--- src/pkg/ctsv_pkg.sv ---
// constants, register map and types of the current transformer supervision block
// assumes a 40 MHz MCLK and measurements scaled in units of 0.01 x In
package ctsv_pkg;
  // widths
  localparam int AW = 8;
  localparam int DW = 32;
  localparam int CW = 16;
  localparam int TW = 48;
  localparam int RW = 19;
  localparam int FW = 5;
  localparam int GW = 3;
  // register byte addresses
  localparam logic [7:0] ADDR_CTRL = 8'h00;
  localparam logic [7:0] ADDR_LIMIT = 8'h04;
  localparam logic [7:0] ADDR_RATIO = 8'h08;
  localparam logic [7:0] ADDR_SUMDIFF = 8'h0c;
  localparam logic [7:0] ADDR_DELAY = 8'h10;
  localparam logic [7:0] ADDR_STATUS = 8'h14;
  localparam logic [7:0] ADDR_REMAIN = 8'h18;
  localparam logic [7:0] ADDR_COUNT = 8'h1c;
  localparam logic [7:0] ADDR_LOGSEL = 8'h20;
  localparam logic [7:0] ADDR_LOGDATA = 8'h24;
  // control field positions
  localparam int CTRL_RES_BIT = 0;
  localparam int CTRL_AFLT_LSB = 1;
  localparam int CTRL_BFLT_LSB = 3;
  localparam int CTRL_CLR_BIT = 8;
  // filter bits inside each two-bit filter field
  localparam int FLT_ON_BIT = 0;
  localparam int FLT_OFF_BIT = 1;
  // log select field positions
  localparam int LSEL_ENTRY_LSB = 0;
  localparam int LSEL_WORD_LSB = 8;
  localparam int LSEL_COUNT_LSB = 16;
  // status field positions
  localparam int STAT_START_BIT = 0;
  localparam int STAT_ALARM_BIT = 1;
  localparam int STAT_BLOCK_BIT = 2;
  localparam int STAT_FAULT_LSB = 3;
  // fault code bit positions
  localparam int FC_HIGH = 0;
  localparam int FC_ALLLOW = 1;
  localparam int FC_RATIO = 2;
  localparam int FC_SEQ = 3;
  localparam int FC_DIFF = 4;
  // reset values of the settings
  localparam logic [CW-1:0] RST_HIGH = 16'h0078;
  localparam logic [CW-1:0] RST_LOW = 16'h000a;
  localparam logic [CW-1:0] RST_RATIO = 16'h03e8;
  localparam logic [CW-1:0] RST_SEQ = 16'h1324;
  localparam logic [CW-1:0] RST_SUMDIFF = 16'h000a;
  localparam logic [RW-1:0] RST_DELAY = 19'h00064;
  localparam logic [1:0] RST_FILTER = 2'h3;
  localparam logic [RW-1:0] MAX_DELAY = 19'h57e40;
  // 100.00 percent in 0.01 percent units
  localparam logic [DW-1:0] RATIO_SCALE = 32'h00002710;
  // delay step timing
  localparam int STEP_MS = 5;
  localparam int CLK_KHZ = 40000;
  localparam int STEP_CYCLES = STEP_MS * CLK_KHZ;
  localparam int TICK_W = 18;
  // record log
  localparam int LOG_DEPTH = 12;
  localparam int LOG_AW = 4;
  localparam int LOG_WORDS = 7;
  localparam int LOG_WIDTH = LOG_WORDS * DW;
  localparam int CNT_W = 16;
  typedef enum logic [1:0] {EV_ALARM_ON, EV_ALARM_OFF, EV_BLOCK_ON, EV_BLOCK_OFF} ctsv_event_e;
  typedef enum logic [1:0] {ST_IDLE, ST_TIMING, ST_ALARM, ST_BLOCKED} ctsv_state_e;
endpackage

--- src/design/ctsv_log_mem.sv ---
// record store of the supervision log, one write port and one read port
// assumes the owner keeps addresses below the depth; read data are registered
`timescale 1ns/1ps
module ctsv_log_mem #(
  parameter int WIDTH = ctsv_pkg::LOG_WIDTH,
  parameter int DEPTH = ctsv_pkg::LOG_DEPTH,
  parameter int ABITS = ctsv_pkg::LOG_AW
) (
  // clock
  input wire logic clk,
  // write side
  input wire logic wr_en,
  input wire logic [ABITS-1:0] wr_addr,
  input wire logic [WIDTH-1:0] wr_data,
  // read side
  input wire logic [ABITS-1:0] rd_addr,
  output logic [WIDTH-1:0] rd_data
);
  logic [WIDTH-1:0] mem [DEPTH];

  // contents are not reset; the owner masks entries not yet written
  always_ff @(posedge clk)
  begin
    if (wr_en)
    begin
      mem[wr_addr] <= wr_data;
    end
  end

  // read every cycle so a new selection shows one cycle later
  always_ff @(posedge clk)
  begin
    rd_data <= mem[rd_addr];
  end
endmodule

--- src/design/ctsv_top.sv ---
// current transformer supervision: condition check, alarm delay, events,
// cumulative counter and a rolling log of time-stamped records
// assumes measurements, block input and time come from logic on MCLK and
// stay steady while PROG_CYCLE is high
//
// Functional notes
// [RQ1] alarm only after conditions persist full delay
// [RQ2] any phase above upper limit blocks activation
// [RQ3] all phases below lower limit block activation
// [RQ4] residual selected: difference must reach mismatch threshold
// [RQ5] zero residual difference withholds activation
// [RQ6] high-impedance earth fault below threshold stays inactive
// [RQ7] without residual check, unbalance alone alarms
// [RQ8] alarm and block on/off events from status
// [RQ9] per-type filter stores on, off or both
// [RQ10] every event carries a time stamp
// [RQ11] clearable cumulative alarm and block counter
// [RQ12] supervision outputs driven as plain pins
// [RQ13] rolling log of last twelve records
// [RQ14] record holds time, event, fault code, group
// [RQ15] record holds seven currents at trigger
// [RQ16] record holds remaining alarm time
// [RQ17] min/max ratio below, sequence ratio above threshold
// [RQ18] block sampled per cycle, replaces and resets start
// [RQ19] delay zero to 1800 s in 5 ms steps
// [RQ20] conditions lost: timer cleared, alarm dropped
`timescale 1ns/1ps
module ctsv_top #(
  parameter int STEP_CYCLES = ctsv_pkg::STEP_CYCLES
) (
  // clock and reset
  input wire logic MCLK,
  input wire logic RST,
  // register port
  input wire logic [ctsv_pkg::AW-1:0] ADDR,
  input wire logic [ctsv_pkg::DW-1:0] WDATA,
  input wire logic WR,
  input wire logic RD,
  output logic [ctsv_pkg::DW-1:0] RDATA,
  // program cycle context
  input wire logic PROG_CYCLE,
  input wire logic BLOCK_IN,
  input wire logic [ctsv_pkg::TW-1:0] TIME_MS,
  input wire logic [ctsv_pkg::GW-1:0] SET_GROUP,
  // measurements
  input wire logic [ctsv_pkg::CW-1:0] I_L1,
  input wire logic [ctsv_pkg::CW-1:0] I_L2,
  input wire logic [ctsv_pkg::CW-1:0] I_L3,
  input wire logic [ctsv_pkg::CW-1:0] I_RES1,
  input wire logic [ctsv_pkg::CW-1:0] I_RES2,
  input wire logic [ctsv_pkg::CW-1:0] I_POS,
  input wire logic [ctsv_pkg::CW-1:0] I_NEG,
  input wire logic [ctsv_pkg::CW-1:0] I_SUM_DIFF,
  // supervision outputs
  output logic START,
  output logic ALARM,
  output logic BLOCKED,
  output logic [ctsv_pkg::FW-1:0] FAULT_CODE,
  // event stream
  output logic EVT_VALID,
  output logic [1:0] EVT_CODE,
  output logic [ctsv_pkg::TW-1:0] EVT_TIME
);
  // settings
  logic residual_input_selection, counter_clear;
  logic [1:0] alarm_filter, block_filter, rec_event;
  logic [ctsv_pkg::CW-1:0] high_limit, low_limit, min_max_ratio;
  logic [ctsv_pkg::CW-1:0] sequence_ratio_threshold, mismatch_threshold;
  logic [ctsv_pkg::RW-1:0] alarm_delay;
  // condition terms
  logic [ctsv_pkg::CW-1:0] i_min, i_max;
  logic any_high, all_low, ratio_ok, seq_ok, diff_ok, pickup;
  logic [ctsv_pkg::FW-1:0] fault_now;
  // timer and state
  ctsv_pkg::ctsv_state_e state, next_state;
  logic [ctsv_pkg::RW-1:0] alarm_time_remaining;
  logic [ctsv_pkg::TICK_W-1:0] tick_cnt;
  logic tick, rec_write;
  // events
  logic alarm_d, block_d, alarm_rise, alarm_fall, block_rise, block_fall;
  logic [3:0] pend, pend_new, pend_take;
  logic [ctsv_pkg::CNT_W-1:0] event_count;
  // trigger samples and log
  logic [ctsv_pkg::CW-1:0] smp [7];
  logic [ctsv_pkg::GW-1:0] smp_group;
  logic [ctsv_pkg::LOG_AW-1:0] wptr, log_count, log_entry, rd_addr;
  logic [2:0] log_word;
  logic [4:0] rd_slot;
  logic [ctsv_pkg::LOG_WIDTH-1:0] rec_wr, rec_rd;
  logic [ctsv_pkg::DW-1:0] log_rdata;
  // phase extremes
  always_comb
  begin
    i_max = I_L1;
    i_min = I_L1;
    if (I_L2 > i_max) i_max = I_L2;
    if (I_L3 > i_max) i_max = I_L3;
    if (I_L2 < i_min) i_min = I_L2;
    if (I_L3 < i_min) i_min = I_L3;
  end
  // activation conditions; ratios by cross products, no dividers
  assign any_high = (I_L1 > high_limit) | (I_L2 > high_limit) | (I_L3 > high_limit); // [RQ2]
  assign all_low = (I_L1 < low_limit) & (I_L2 < low_limit) & (I_L3 < low_limit); // [RQ3]
  assign ratio_ok = (32'(i_min) * ctsv_pkg::RATIO_SCALE) < (32'(min_max_ratio) * 32'(i_max)); // [RQ17]
  assign seq_ok = (32'(I_NEG) * ctsv_pkg::RATIO_SCALE) > (32'(sequence_ratio_threshold) * 32'(I_POS)); // [RQ17]
  assign diff_ok = ~residual_input_selection | (I_SUM_DIFF >= mismatch_threshold); // [RQ4] [RQ5] [RQ6]
  assign pickup = ~any_high & ~all_low & ratio_ok & seq_ok & diff_ok; // [RQ7]
  assign fault_now = {diff_ok, seq_ok, ratio_ok, all_low, any_high};
  // state decisions, once per program cycle; timer expiry taken in any cycle
  always_comb
  begin
    next_state = state;
    case (state)
      ctsv_pkg::ST_IDLE:
      begin
        if (PROG_CYCLE && pickup)
        begin
          if (BLOCK_IN) next_state = ctsv_pkg::ST_BLOCKED; // [RQ18]
          else if (alarm_delay == '0) next_state = ctsv_pkg::ST_ALARM;
          else next_state = ctsv_pkg::ST_TIMING; // [RQ1]
        end
      end
      ctsv_pkg::ST_TIMING:
      begin
        if (PROG_CYCLE && !pickup) next_state = ctsv_pkg::ST_IDLE; // [RQ20]
        else if (PROG_CYCLE && BLOCK_IN) next_state = ctsv_pkg::ST_BLOCKED; // [RQ18]
        else if (alarm_time_remaining == '0) next_state = ctsv_pkg::ST_ALARM; // [RQ1]
      end
      ctsv_pkg::ST_ALARM:
      begin
        if (PROG_CYCLE && !pickup) next_state = ctsv_pkg::ST_IDLE; // [RQ20]
        else if (PROG_CYCLE && BLOCK_IN) next_state = ctsv_pkg::ST_BLOCKED; // [RQ18]
      end
      ctsv_pkg::ST_BLOCKED:
      begin
        if (PROG_CYCLE && !pickup) next_state = ctsv_pkg::ST_IDLE;
        else if (PROG_CYCLE && !BLOCK_IN)
        begin
          if (alarm_delay == '0) next_state = ctsv_pkg::ST_ALARM; // full delay after block
          else next_state = ctsv_pkg::ST_TIMING;
        end
      end
      default: next_state = ctsv_pkg::ST_IDLE;
    endcase
  end
  // state register
  always_ff @(posedge MCLK)
    state <= RST ? ctsv_pkg::ST_IDLE : next_state;
  // 5 ms steps, restarted with each timing run
  always_ff @(posedge MCLK)
    tick_cnt <= (RST || state != ctsv_pkg::ST_TIMING || tick) ? '0 : tick_cnt + 1'b1;
  assign tick = (tick_cnt == ctsv_pkg::TICK_W'(STEP_CYCLES - 1));
  // remaining time: full delay when idle, zero once alarmed
  always_ff @(posedge MCLK)
  begin
    if (RST) alarm_time_remaining <= ctsv_pkg::RST_DELAY;
    else if (next_state != ctsv_pkg::ST_TIMING)
      alarm_time_remaining <= (next_state == ctsv_pkg::ST_ALARM) ? '0 : alarm_delay; // [RQ20]
    else if (state != ctsv_pkg::ST_TIMING) alarm_time_remaining <= alarm_delay; // [RQ1]
    else if (tick && alarm_time_remaining != '0)
      alarm_time_remaining <= alarm_time_remaining - 1'b1; // [RQ19]
  end
  // direct outputs for output control and user logic
  assign START = (state == ctsv_pkg::ST_TIMING) | (state == ctsv_pkg::ST_ALARM); // [RQ12]
  assign ALARM = (state == ctsv_pkg::ST_ALARM); // [RQ12]
  assign BLOCKED = (state == ctsv_pkg::ST_BLOCKED); // [RQ12]
  // status edges become events
  always_ff @(posedge MCLK)
  begin
    alarm_d <= !RST && ALARM;
    block_d <= !RST && BLOCKED;
  end
  assign alarm_rise = ALARM & ~alarm_d; // [RQ8]
  assign alarm_fall = ~ALARM & alarm_d; // [RQ8]
  assign block_rise = BLOCKED & ~block_d; // [RQ8]
  assign block_fall = ~BLOCKED & block_d; // [RQ8]
  // filtered edges pend; lowest goes first, one per cycle
  assign pend_new = {block_fall & block_filter[ctsv_pkg::FLT_OFF_BIT],
                     block_rise & block_filter[ctsv_pkg::FLT_ON_BIT],
                     alarm_fall & alarm_filter[ctsv_pkg::FLT_OFF_BIT],
                     alarm_rise & alarm_filter[ctsv_pkg::FLT_ON_BIT]}; // [RQ9]
  assign pend_take = pend & (~pend + 4'h1);
  // pending events; a new edge wins over the slot being served
  always_ff @(posedge MCLK)
    pend <= RST ? 4'h0 : (pend & ~pend_take) | pend_new;
  // event stage; stamp taken as the event leaves, a few cycles late
  always_ff @(posedge MCLK)
  begin
    if (RST)
    begin
      EVT_VALID <= 1'b0;
      EVT_CODE <= 2'h0;
      EVT_TIME <= '0;
    end
    else
    begin
      EVT_VALID <= (pend_take != 4'h0);
      EVT_TIME <= TIME_MS; // [RQ10]
      case (pend_take)
        4'h2: EVT_CODE <= 2'(ctsv_pkg::EV_ALARM_OFF);
        4'h4: EVT_CODE <= 2'(ctsv_pkg::EV_BLOCK_ON);
        4'h8: EVT_CODE <= 2'(ctsv_pkg::EV_BLOCK_OFF);
        default: EVT_CODE <= 2'(ctsv_pkg::EV_ALARM_ON);
      endcase
    end
  end
  // counter; a count in the clear cycle survives as one
  always_ff @(posedge MCLK)
  begin
    if (RST) event_count <= '0;
    else if (counter_clear) event_count <= ctsv_pkg::CNT_W'(alarm_rise | block_rise); // [RQ11]
    else if (alarm_rise || block_rise) event_count <= event_count + 1'b1; // [RQ11]
  end
  // trigger samples taken every program cycle
  always_ff @(posedge MCLK)
  begin
    if (RST)
    begin
      for (int k = 0; k < 7; k++) smp[k] <= '0;
      smp_group <= '0;
      FAULT_CODE <= '0;
    end
    else if (PROG_CYCLE)
    begin
      smp[0] <= I_L1; // [RQ15]
      smp[1] <= I_L2;
      smp[2] <= I_L3;
      smp[3] <= I_RES1;
      smp[4] <= I_RES2;
      smp[5] <= I_POS;
      smp[6] <= I_NEG;
      smp_group <= SET_GROUP; // [RQ14]
      FAULT_CODE <= fault_now; // [RQ14]
    end
  end
  // a record on every on event, filter or not
  assign rec_write = alarm_rise | block_rise; // [RQ13]
  assign rec_event = alarm_rise ? 2'(ctsv_pkg::EV_ALARM_ON) : 2'(ctsv_pkg::EV_BLOCK_ON);
  assign rec_wr = {13'h0000, alarm_time_remaining, // [RQ16]
                   16'h0000, smp[6], smp[5], smp[4], smp[3], smp[2], smp[1], smp[0],
                   FAULT_CODE, smp_group, rec_event, 6'h00, TIME_MS}; // [RQ14] [RQ15]
  // pointer wraps, oldest record overwritten
  always_ff @(posedge MCLK)
  begin
    if (RST)
    begin
      wptr <= '0;
      log_count <= '0;
    end
    else if (rec_write)
    begin
      wptr <= (wptr == ctsv_pkg::LOG_AW'(ctsv_pkg::LOG_DEPTH - 1)) ? '0 : wptr + 1'b1; // [RQ13]
      if (log_count != ctsv_pkg::LOG_AW'(ctsv_pkg::LOG_DEPTH)) log_count <= log_count + 1'b1;
    end
  end
  // entry 0 is the newest record
  always_comb
  begin
    rd_slot = 5'(wptr) + 5'(ctsv_pkg::LOG_DEPTH - 1) - 5'(log_entry);
    if (rd_slot >= 5'(ctsv_pkg::LOG_DEPTH)) rd_slot = rd_slot - 5'(ctsv_pkg::LOG_DEPTH);
    rd_addr = rd_slot[ctsv_pkg::LOG_AW-1:0];
  end
  // record store
  ctsv_log_mem i_ctsv_log_mem (.clk(MCLK), .wr_en(rec_write), .wr_addr(wptr),
    .wr_data(rec_wr), .rd_addr(rd_addr), .rd_data(rec_rd));
  // unwritten entries and words past the record read as zero
  assign log_rdata = (log_entry >= log_count || log_word >= 3'(ctsv_pkg::LOG_WORDS)) ? '0 :
                     rec_rd[32'(log_word) * ctsv_pkg::DW +: ctsv_pkg::DW];
  // settings writes
  always_ff @(posedge MCLK)
  begin
    if (RST)
    begin
      residual_input_selection <= 1'b0;
      alarm_filter <= ctsv_pkg::RST_FILTER;
      block_filter <= ctsv_pkg::RST_FILTER;
      high_limit <= ctsv_pkg::RST_HIGH;
      low_limit <= ctsv_pkg::RST_LOW;
      min_max_ratio <= ctsv_pkg::RST_RATIO;
      sequence_ratio_threshold <= ctsv_pkg::RST_SEQ;
      mismatch_threshold <= ctsv_pkg::RST_SUMDIFF;
      alarm_delay <= ctsv_pkg::RST_DELAY;
      log_entry <= '0;
      log_word <= '0;
    end
    else if (WR)
    begin
      case (ADDR)
        ctsv_pkg::ADDR_CTRL:
        begin
          residual_input_selection <= WDATA[ctsv_pkg::CTRL_RES_BIT];
          alarm_filter <= WDATA[ctsv_pkg::CTRL_AFLT_LSB +: 2];
          block_filter <= WDATA[ctsv_pkg::CTRL_BFLT_LSB +: 2];
        end
        ctsv_pkg::ADDR_LIMIT:
        begin
          high_limit <= WDATA[15:0];
          low_limit <= WDATA[31:16];
        end
        ctsv_pkg::ADDR_RATIO:
        begin
          min_max_ratio <= WDATA[15:0];
          sequence_ratio_threshold <= WDATA[31:16];
        end
        ctsv_pkg::ADDR_SUMDIFF: mismatch_threshold <= WDATA[15:0];
        // values above 1800 s saturate rather than wrap
        ctsv_pkg::ADDR_DELAY: alarm_delay <= (WDATA[ctsv_pkg::RW-1:0] > ctsv_pkg::MAX_DELAY) ?
                                             ctsv_pkg::MAX_DELAY : WDATA[ctsv_pkg::RW-1:0]; // [RQ19]
        ctsv_pkg::ADDR_LOGSEL:
        begin
          log_entry <= WDATA[ctsv_pkg::LSEL_ENTRY_LSB +: ctsv_pkg::LOG_AW];
          log_word <= WDATA[ctsv_pkg::LSEL_WORD_LSB +: 3];
        end
        default: ;
      endcase
    end
  end
  assign counter_clear = WR & (ADDR == ctsv_pkg::ADDR_CTRL) & WDATA[ctsv_pkg::CTRL_CLR_BIT];
  // read data stand for one cycle only, zero otherwise
  always_ff @(posedge MCLK)
  begin
    if (RST || !RD) RDATA <= '0;
    else
    begin
      case (ADDR)
        ctsv_pkg::ADDR_CTRL: RDATA <= 32'({block_filter, alarm_filter, residual_input_selection});
        ctsv_pkg::ADDR_LIMIT: RDATA <= {low_limit, high_limit};
        ctsv_pkg::ADDR_RATIO: RDATA <= {sequence_ratio_threshold, min_max_ratio};
        ctsv_pkg::ADDR_SUMDIFF: RDATA <= 32'(mismatch_threshold);
        ctsv_pkg::ADDR_DELAY: RDATA <= 32'(alarm_delay);
        ctsv_pkg::ADDR_STATUS: RDATA <= 32'({FAULT_CODE, BLOCKED, ALARM, START});
        ctsv_pkg::ADDR_REMAIN: RDATA <= 32'(alarm_time_remaining);
        ctsv_pkg::ADDR_COUNT: RDATA <= 32'(event_count);
        ctsv_pkg::ADDR_LOGSEL: RDATA <= {12'h000, log_count, 5'h00, log_word, 4'h0, log_entry};
        ctsv_pkg::ADDR_LOGDATA: RDATA <= log_rdata;
        default: RDATA <= '0;
      endcase
    end
  end
endmodule

--- config.mk ---
export PLATFORM = sky130hd
export DESIGN_NAME = ctsv_top
export DESIGN_NICKNAME = d
export VERILOG_FILES = /design/src/pkg/ctsv_pkg.sv /design/src/design/ctsv_log_mem.sv /design/src/design/ctsv_top.sv
export SDC_FILE = /design/constraint.sdc
export NUM_CORES = 2
export LEC_CHECK = 0
export ABC_CLOCK_PERIOD_IN_PS = 19100
export CORE_ASPECT_RATIO = 0.6
export CORE_MARGIN = 1.5
export CORE_UTILIZATION = 64
export CTS_CLUSTER_SIZE = 20
export DETAILED_ROUTE_END_ITERATION = 10
export DONT_BUFFER_PORTS = 1
export GPL_ROUTABILITY_DRIVEN = 0
export PLACE_DENSITY = 0.76
export SLEW_MARGIN = 10
export SYNTH_ARGS = -nofsm -noshare
export SYNTH_HDL_FRONTEND = slang
export SYNTH_SLANG_ARGS = --single-unit
--- constraint.sdc ---
create_clock -name MCLK -period 19.1 [get_ports MCLK]
set_input_delay 1.91 -clock MCLK [delete_from_list [all_inputs] [get_ports MCLK]]
set_output_delay 1.91 -clock MCLK [all_outputs]
set_load 0.02 [all_outputs]
### Word-level counts from Yosys, hierarchy flattened

Memories as Yosys holds them, arrays and structs flattened. A register that Yosys moved wholly into a read port is not among the register bits.
Index checks and enable logic that the tools add are counted.

* shifts and indexed selects: 1
* bitwise logic cells: 41
* add/sub/neg operators: 9
* equal/unequal tests: 21
* multiplexer cells: 42
* multipliers: 4
* reductions and logical operators: 31
* $lt $le $gt $ge: 17

Operators by type and width (number)
* $pmux 32 s10: 1
* $shiftx 224x9->32: 1
* $mux 16: 13
* $mux 19: 5
* $gt 16x16->1: 5
* $lt 16x16->1: 5
* $mul 16x16->32: 2
* $mul 16x10->26 const B: 2
* $logic_not 19->1: 2
* $eq 8x5->1 const B: 4
* $gt 30x32->1: 1
* $lt 30x32->1: 1
* $mux 32: 1
* $mux 2: 11
* $gt 19x19->1 const B: 1
* $reduce_bool 19->1: 1
* $sub 19x1->19 const B: 1
* $add 18x1->18 const B: 1
* $eq 18x18->1 const B: 1
* $add 16x1->16 const B: 1
* $and 1x1->1: 16
* $eq 8x4->1 const B: 2
* $eq 8x6->1 const B: 2
* $ge 16x16->1: 1
* 33 further kinds: 85

* memories: 2
* logic and storage cells: 195
* input port bits: 225
* register bits: 495
* RAM bits: 2380
* output and inout port bits: 91

Memories
* i_ctsv_log_mem.mem: depth 12, width 189, read ports 1, clocked after memory_dff 1, write ports 1, line ctsv_log_mem.sv:19 `logic [WIDTH-1:0] mem [DEPTH];`
* smp: depth 7, width 16, read ports 7, clocked after memory_dff 0, write ports 7, line ctsv_top.sv:84 `logic [ctsv_pkg::CW-1:0] smp [7];`

### Longest topological paths before layout

* word-level depth: 16
* gate-level depth with buffers: 60
* mapped depth without buffers: 54

### By module

A second synthesis with hierarchy kept.

* cells, all modules: 10020
* area, all modules: 150675.8 um2

Modules (own cells, without submodules)
* ctsv_log_mem: cells an instance 5127, area an instance 106799.9 um2, instances 1
* ctsv_top: cells an instance 4893, area an instance 43875.8 um2, instances 1

### Least setup slack after synthesis

No wires, ideal clock.

* path type: reg2reg
* start: register state[0]
* end: memory i_ctsv_log_mem.mem[11][0] in the netlist's numbering (enable)
* clock period less this slack: 15293 ps
* setup time: 972 ps
* path slack: 3807 ps
* data arrival time: 14321 ps
* data required time: 18128 ps
* stages on the path, launching flop included: 7
* path through: dfxtp_1 > inv_1 > ha_1 > nand2b_1 > o21ai_1 > nand2_1 > nor3_1

* word-level cells in the longest chain between the ends: 5
* elaborated cells on any way between the ends: 7
* classes of those cells: eq/ne: 2; mux: 2; bitwise: 3

RTL lines
* from (decl): line ctsv_top.sv:75 `ctsv_pkg::ctsv_state_e state, next_state;`
* from (signal assigned): line ctsv_top.sv:148 `state <= RST ? ctsv_pkg::ST_IDLE : next_state;`
* $eq 2x2->1: line ctsv_top.sv:165 `assign ALARM = (state == ctsv_pkg::ST_ALARM);`
* named net ALARM: line ctsv_top.sv:56 `output logic ALARM,`
* $and 1x1->1: line ctsv_top.sv:173 `assign alarm_rise = ALARM & ~alarm_d;`
* $or 1x1->1: line ctsv_top.sv:237 `assign rec_write = alarm_rise | block_rise;`
* $mux 1: line ctsv_log_mem.sv:24 `if (wr_en)`
* $mux 1 (implied by the code): line ctsv_log_mem.sv:26 `mem[wr_addr] <= wr_data;`
* to (decl): line ctsv_log_mem.sv:19

The timed path passes the listed nets, and every way through them passes these cells.

### Worst setup path in the final report

* start: input port I_L1[10] in the netlist's numbering
* end: register alarm_time_remaining[18] in the netlist's numbering

* word-level cells in the longest chain between the ends: 16
* elaborated cells on any way between the ends: 36
* classes of those cells: mul: 2; order compare: 7; eq/ne: 2; mux: 11; bitwise: 10; reduce/logical: 4

RTL lines
* from (decl): line ctsv_top.sv:46 `input wire logic [ctsv_pkg::CW-1:0] I_L1,`
* $lt 16x16->1 / $gt 16x16->1 (equally long branches): line ctsv_top.sv:98, ctsv_top.sv:96
* $mux 16, on equally long branches: line ctsv_top.sv:98, ctsv_top.sv:96
* $lt 16x16->1 / $gt 16x16->1 (equally long branches): line ctsv_top.sv:99, ctsv_top.sv:97
* $mux 16, on equally long branches: line ctsv_top.sv:99, ctsv_top.sv:97
* $mul 16x10->26 / $mul 16x16->32 (equally long branches): line ctsv_top.sv:104 `assign ratio_ok = (32'(i_min) * ctsv_pkg::RATIO_SCALE) < (32'(min_max_ratio) * 32'(i_max));`
* $lt 30x32->1: line ctsv_top.sv:104
* $and 1x1->1 * (3 in series): line ctsv_top.sv:107 `assign pickup = ~any_high & ~all_low & ratio_ok & seq_ok & diff_ok;`
* $logic_not 1->1: line ctsv_top.sv:125, ctsv_top.sv:131, ctsv_top.sv:136
* $logic_and 1x1->1: line ctsv_top.sv:125, ctsv_top.sv:131, ctsv_top.sv:136
* $mux 2, on equally long branches: line ctsv_top.sv:136, ctsv_top.sv:125, ctsv_top.sv:131
* $pmux 2 s4 *: line ctsv_top.sv:113 `case (state)`
* $eq 2x2->1: line ctsv_top.sv:158 `alarm_time_remaining <= (next_state == ctsv_pkg::ST_ALARM) ? '0 : alarm_delay;`
* $mux 19: line ctsv_top.sv:158
* $mux 19: line ctsv_top.sv:157 `else if (next_state != ctsv_pkg::ST_TIMING)`
* to (signal assigned): line ctsv_top.sv:156 `if (RST) alarm_time_remaining <= ctsv_pkg::RST_DELAY;`
* to (signal assigned): line ctsv_top.sv:158
* to (signal assigned): line ctsv_top.sv:159 `else if (state != ctsv_pkg::ST_TIMING) alarm_time_remaining <= alarm_delay;`
* to (decl): line ctsv_top.sv:76 `logic [ctsv_pkg::RW-1:0] alarm_time_remaining;`

Every way passes the cells marked *; elsewhere a longest branch is shown, timed or not.
A chain may end at the register's enable or synchronous reset.

==> metrics.txt <==
area share of the leading cell type in the synthesized netlist=roughly 54%; routed length per instance=approximately 30 µm; clock tree from TritonCTS=done; initial core utilization=64.3%; count of input and output buffers=0; Detailed Route Iter0 Violations=10.5k; total leakage power=52.3 nW; core area=roughly 210,000 µm²; outcome=complete, but fails checks; setup slack of the worst register-to-register path=8030 ps; most frequently used cell type in the post-synthesis netlist=edfxtp_1; Clock Latency Late Sink=approximately 920 ps; fraction of the core area covered by cells at the end of the flow=between 60% and 70%; crit path max fanout=33; final HPWL from detailed placement=between 200,000 and 250,000 µm; flip-flop cell with the highest count after synthesis=edfxtp_1; cell count after placement=~11k; Worst-path clk slew=70 ps; setup slack at placement=between 2000 and 2500 ps; fin worst setup slack=~2400 ps; synthesized instance count=8,724; H-tree Lvls=4; cell types with the highest counts after synthesis=edfxtp_1, inv_1, nand2_1, mux4_2, ha_1; Yosys Warn Count=0; required time at the worst-slack endpoint=19,890 ps; average via count per standard cell=6.63; setup skew after layout=90.5 ps; Worst Setup End Kind=flop; fraction of final layout cells sized beyond drive strength 1=12.7%; growth of design area from synthesis to finish=8.28%; Reg power frac=around a third; critical path arrival=approximately 18,000 ps; drt pass-1 iters=11; filler-free cell count of the finished design=between 10k and 15k; aggregate global routing overflow=0; largest cells by area after synthesis=edfxtp_1, mux4_2, dfxtp_1; worst hold-check path type=flop to flop; startpoint types=primary input; library cells used by synthesis=slightly below 80; final-report hold violation count=0; total net switching power=about 7.7 mW; area of the die=approximately 210,000 µm²; CTS Hold Buffers Added=0; total negative slack=0 ps; slowest cell delay on critical path=about 780 ps; part of the total power dissipated in combinational logic=a little over two fifths; mean area per synthesized cell=15.2 µm²; number of buffers added by the clock tree synthesis step=between 200 and 250; headroom to the max-slew limit=12.3%; total power per unit cell area=147 nW/µm²; final wirelength=about 350,000 µm; share of the clock period used by the worst path after layout=87.7%; Chip Width=590 µm; peak supply drop=just under 0.7 mV; Post-Synthesis Net Count=around 10k; EDFF count, synth=between 2k and 2.5k; post-CTS sizing=0; Root Driver=clkbuf_16; max-slew violation count=0; DRC violations left=14; maximum number of pins on one net before global-route repair=190; Std-Cell Rows=~130; setup repair after global routing missed its margin=false; violated checks=DRC; all-layer global routing usage=around a third; internal power component=approximately 13 mW; via total after detailed routing=77.2k; synthesized cell area=between 100,000 and 150,000 µm²; via count of the first global-routing pass=between 70k and 80k; switching share of power=36.7%; max-cap violations=0; count of endpoints failing setup in the final report=0; part of the total power dissipated in the clock network=about a quarter; sequential fraction of the synthesis area=between 60% and 70%; clk buf depth=4; ANT nets after route=0; dominant cell type by count on the critical path=fa_1; slew at the pin closest to its max-slew limit=around 1300 ps; ys async rst share=0%; worst setup path category=primary input to flop; register bit total from synthesis=approximately 2.8k; IO Count=316; global-route wire length before repair=515,000 µm; Layout Nets=9,955; critical path's slowest cell=or2_1; post-CTS setup-driven buffer insertion count=0; Chip Height=~360 µm; Fmax=~0.06 GHz; shortest period the worst path allows=approximately 17,000 ps; Sink Count=2,827; initial antenna violation count=21; library cell with the largest summed area after synthesis=edfxtp_1; fill cell instance count of the final layout=approximately 13k
## metrics by stage
stage	cell area, µm²	power, mW	hold WS (ps)
after floorplan	132000	13.6	426
after global placement	135000	15.7	441
after detailed placement	135000	15.9	450
after CTS	143000	20.8	465
after global routing	143000	22.2	474
final	143000	21.0	461
## critical path: cells and delay by family
family	cells	cell delay (ps)
compound gates	20	5670
fa+ha+maj	10	4460
simple gates	16	4080
mux	1	730
buf+inv	5	510
xor+xnor	1	90
## power by group through the flow
stage	combinational (mW)	clock [mW]	sequential [mW]
floorplan	6.44	0	7.15
global placement	8.47	0	7.23
global route	9.92	5.16	7.13
detailed placement	8.70	0	7.24
CTS	8.81	4.92	7.12
finish	9.02	4.90	7.12
## routing by layer
layer  GRT usage (%)  vias to the layer above  part of all wire, %
met2            49.0                     5126                   44
met3            10.4                      794                   14
met5           0.921                        -                 0.14
li1                -                    32100                    -
met1            49.4                    39200                   39
met4            10.9                       28                  3.7
## cell usage in the layout, fill, tap and decap left out, drive strengths merged, types with 11 or more instances in the layout
| cell type | n |
|---|---|
| edfxtp | 2368 |
| inv | 719 |
| nand2 | 639 |
| mux4 | 589 |
| ha | 581 |
| a21oi | 479 |
| fa | 459 |
| dfxtp | 459 |
| nor2 | 451 |
| clkbuf | 346 |
| and2 | 287 |
| mux2i | 243 |
| buf | 130 |
| o21ai | 123 |
| nand3 | 95 |
| nor2b | 86 |
| a21o | 84 |
| xnor2 | 76 |
| clkinv | 67 |
| o211ai | 59 |
| xor2 | 54 |
| nand4 | 50 |
| nor3 | 47 |
| o21a | 36 |
| a22oi | 32 |
| and3 | 32 |
| a31oi | 25 |
| a211oi | 23 |
| nand2b | 19 |
| nor4 | 16 |
| a221oi | 16 |
| a222oi | 14 |
| and4 | 13 |
| bufinv | 12 |
| o31ai | 11 |
## path summary, 6_finish.rpt
kind / from / endpoint / depth (start not counted)
max: I_L1[10] / alarm_time_remaining[18] / 53
min: tick_cnt[0] / tick_cnt[0] / 1
max reg2reg: min_max_ratio[11] / alarm_time_remaining[18] / 37
min reg2reg: tick_cnt[0] / tick_cnt[0] / 1
## final cells by class
class	count	area, µm²	area share [%]
flip-flops and latches	2827	80300	56.1
multi-input cells	4779	47900	33.5
clock buffers	346	6890	4.81
well taps	2751	3440	2.40
inverters	711	2670	1.87
repair buffers	130	1110	0.777
clock inverters	97	881	0.615
diodes	6	15.0	0.0105
## logic make-up (layout without fill, tap and decap cells)
family                     Yosys count  count (layout)  synth area share, %
xor gates and xnor gates           130             130                0.861
other                                0               6                    0
buffers and inverters             1118            1284                 3.19
muxes                              832             832                 11.9
DFF                               2827            2827                 60.7
and+or+nand+nor                   1781            1781                 6.29
AOI/OAI and AO/OA                  996             996                 4.66
adders and majority gates         1040            1040                 12.4
## registers in the layout, indices dropped and copies added, names as in the netlist, 18 cells and up
signal,flops
EVT_TIME,48
RDATA,32
alarm_delay,19
alarm_time_remaining,19
i_ctsv_log_mem.mem,2256
i_ctsv_log_mem.rd_data,188
smp,112
tick_cnt,18
Power figures use the tool's default switching activity.
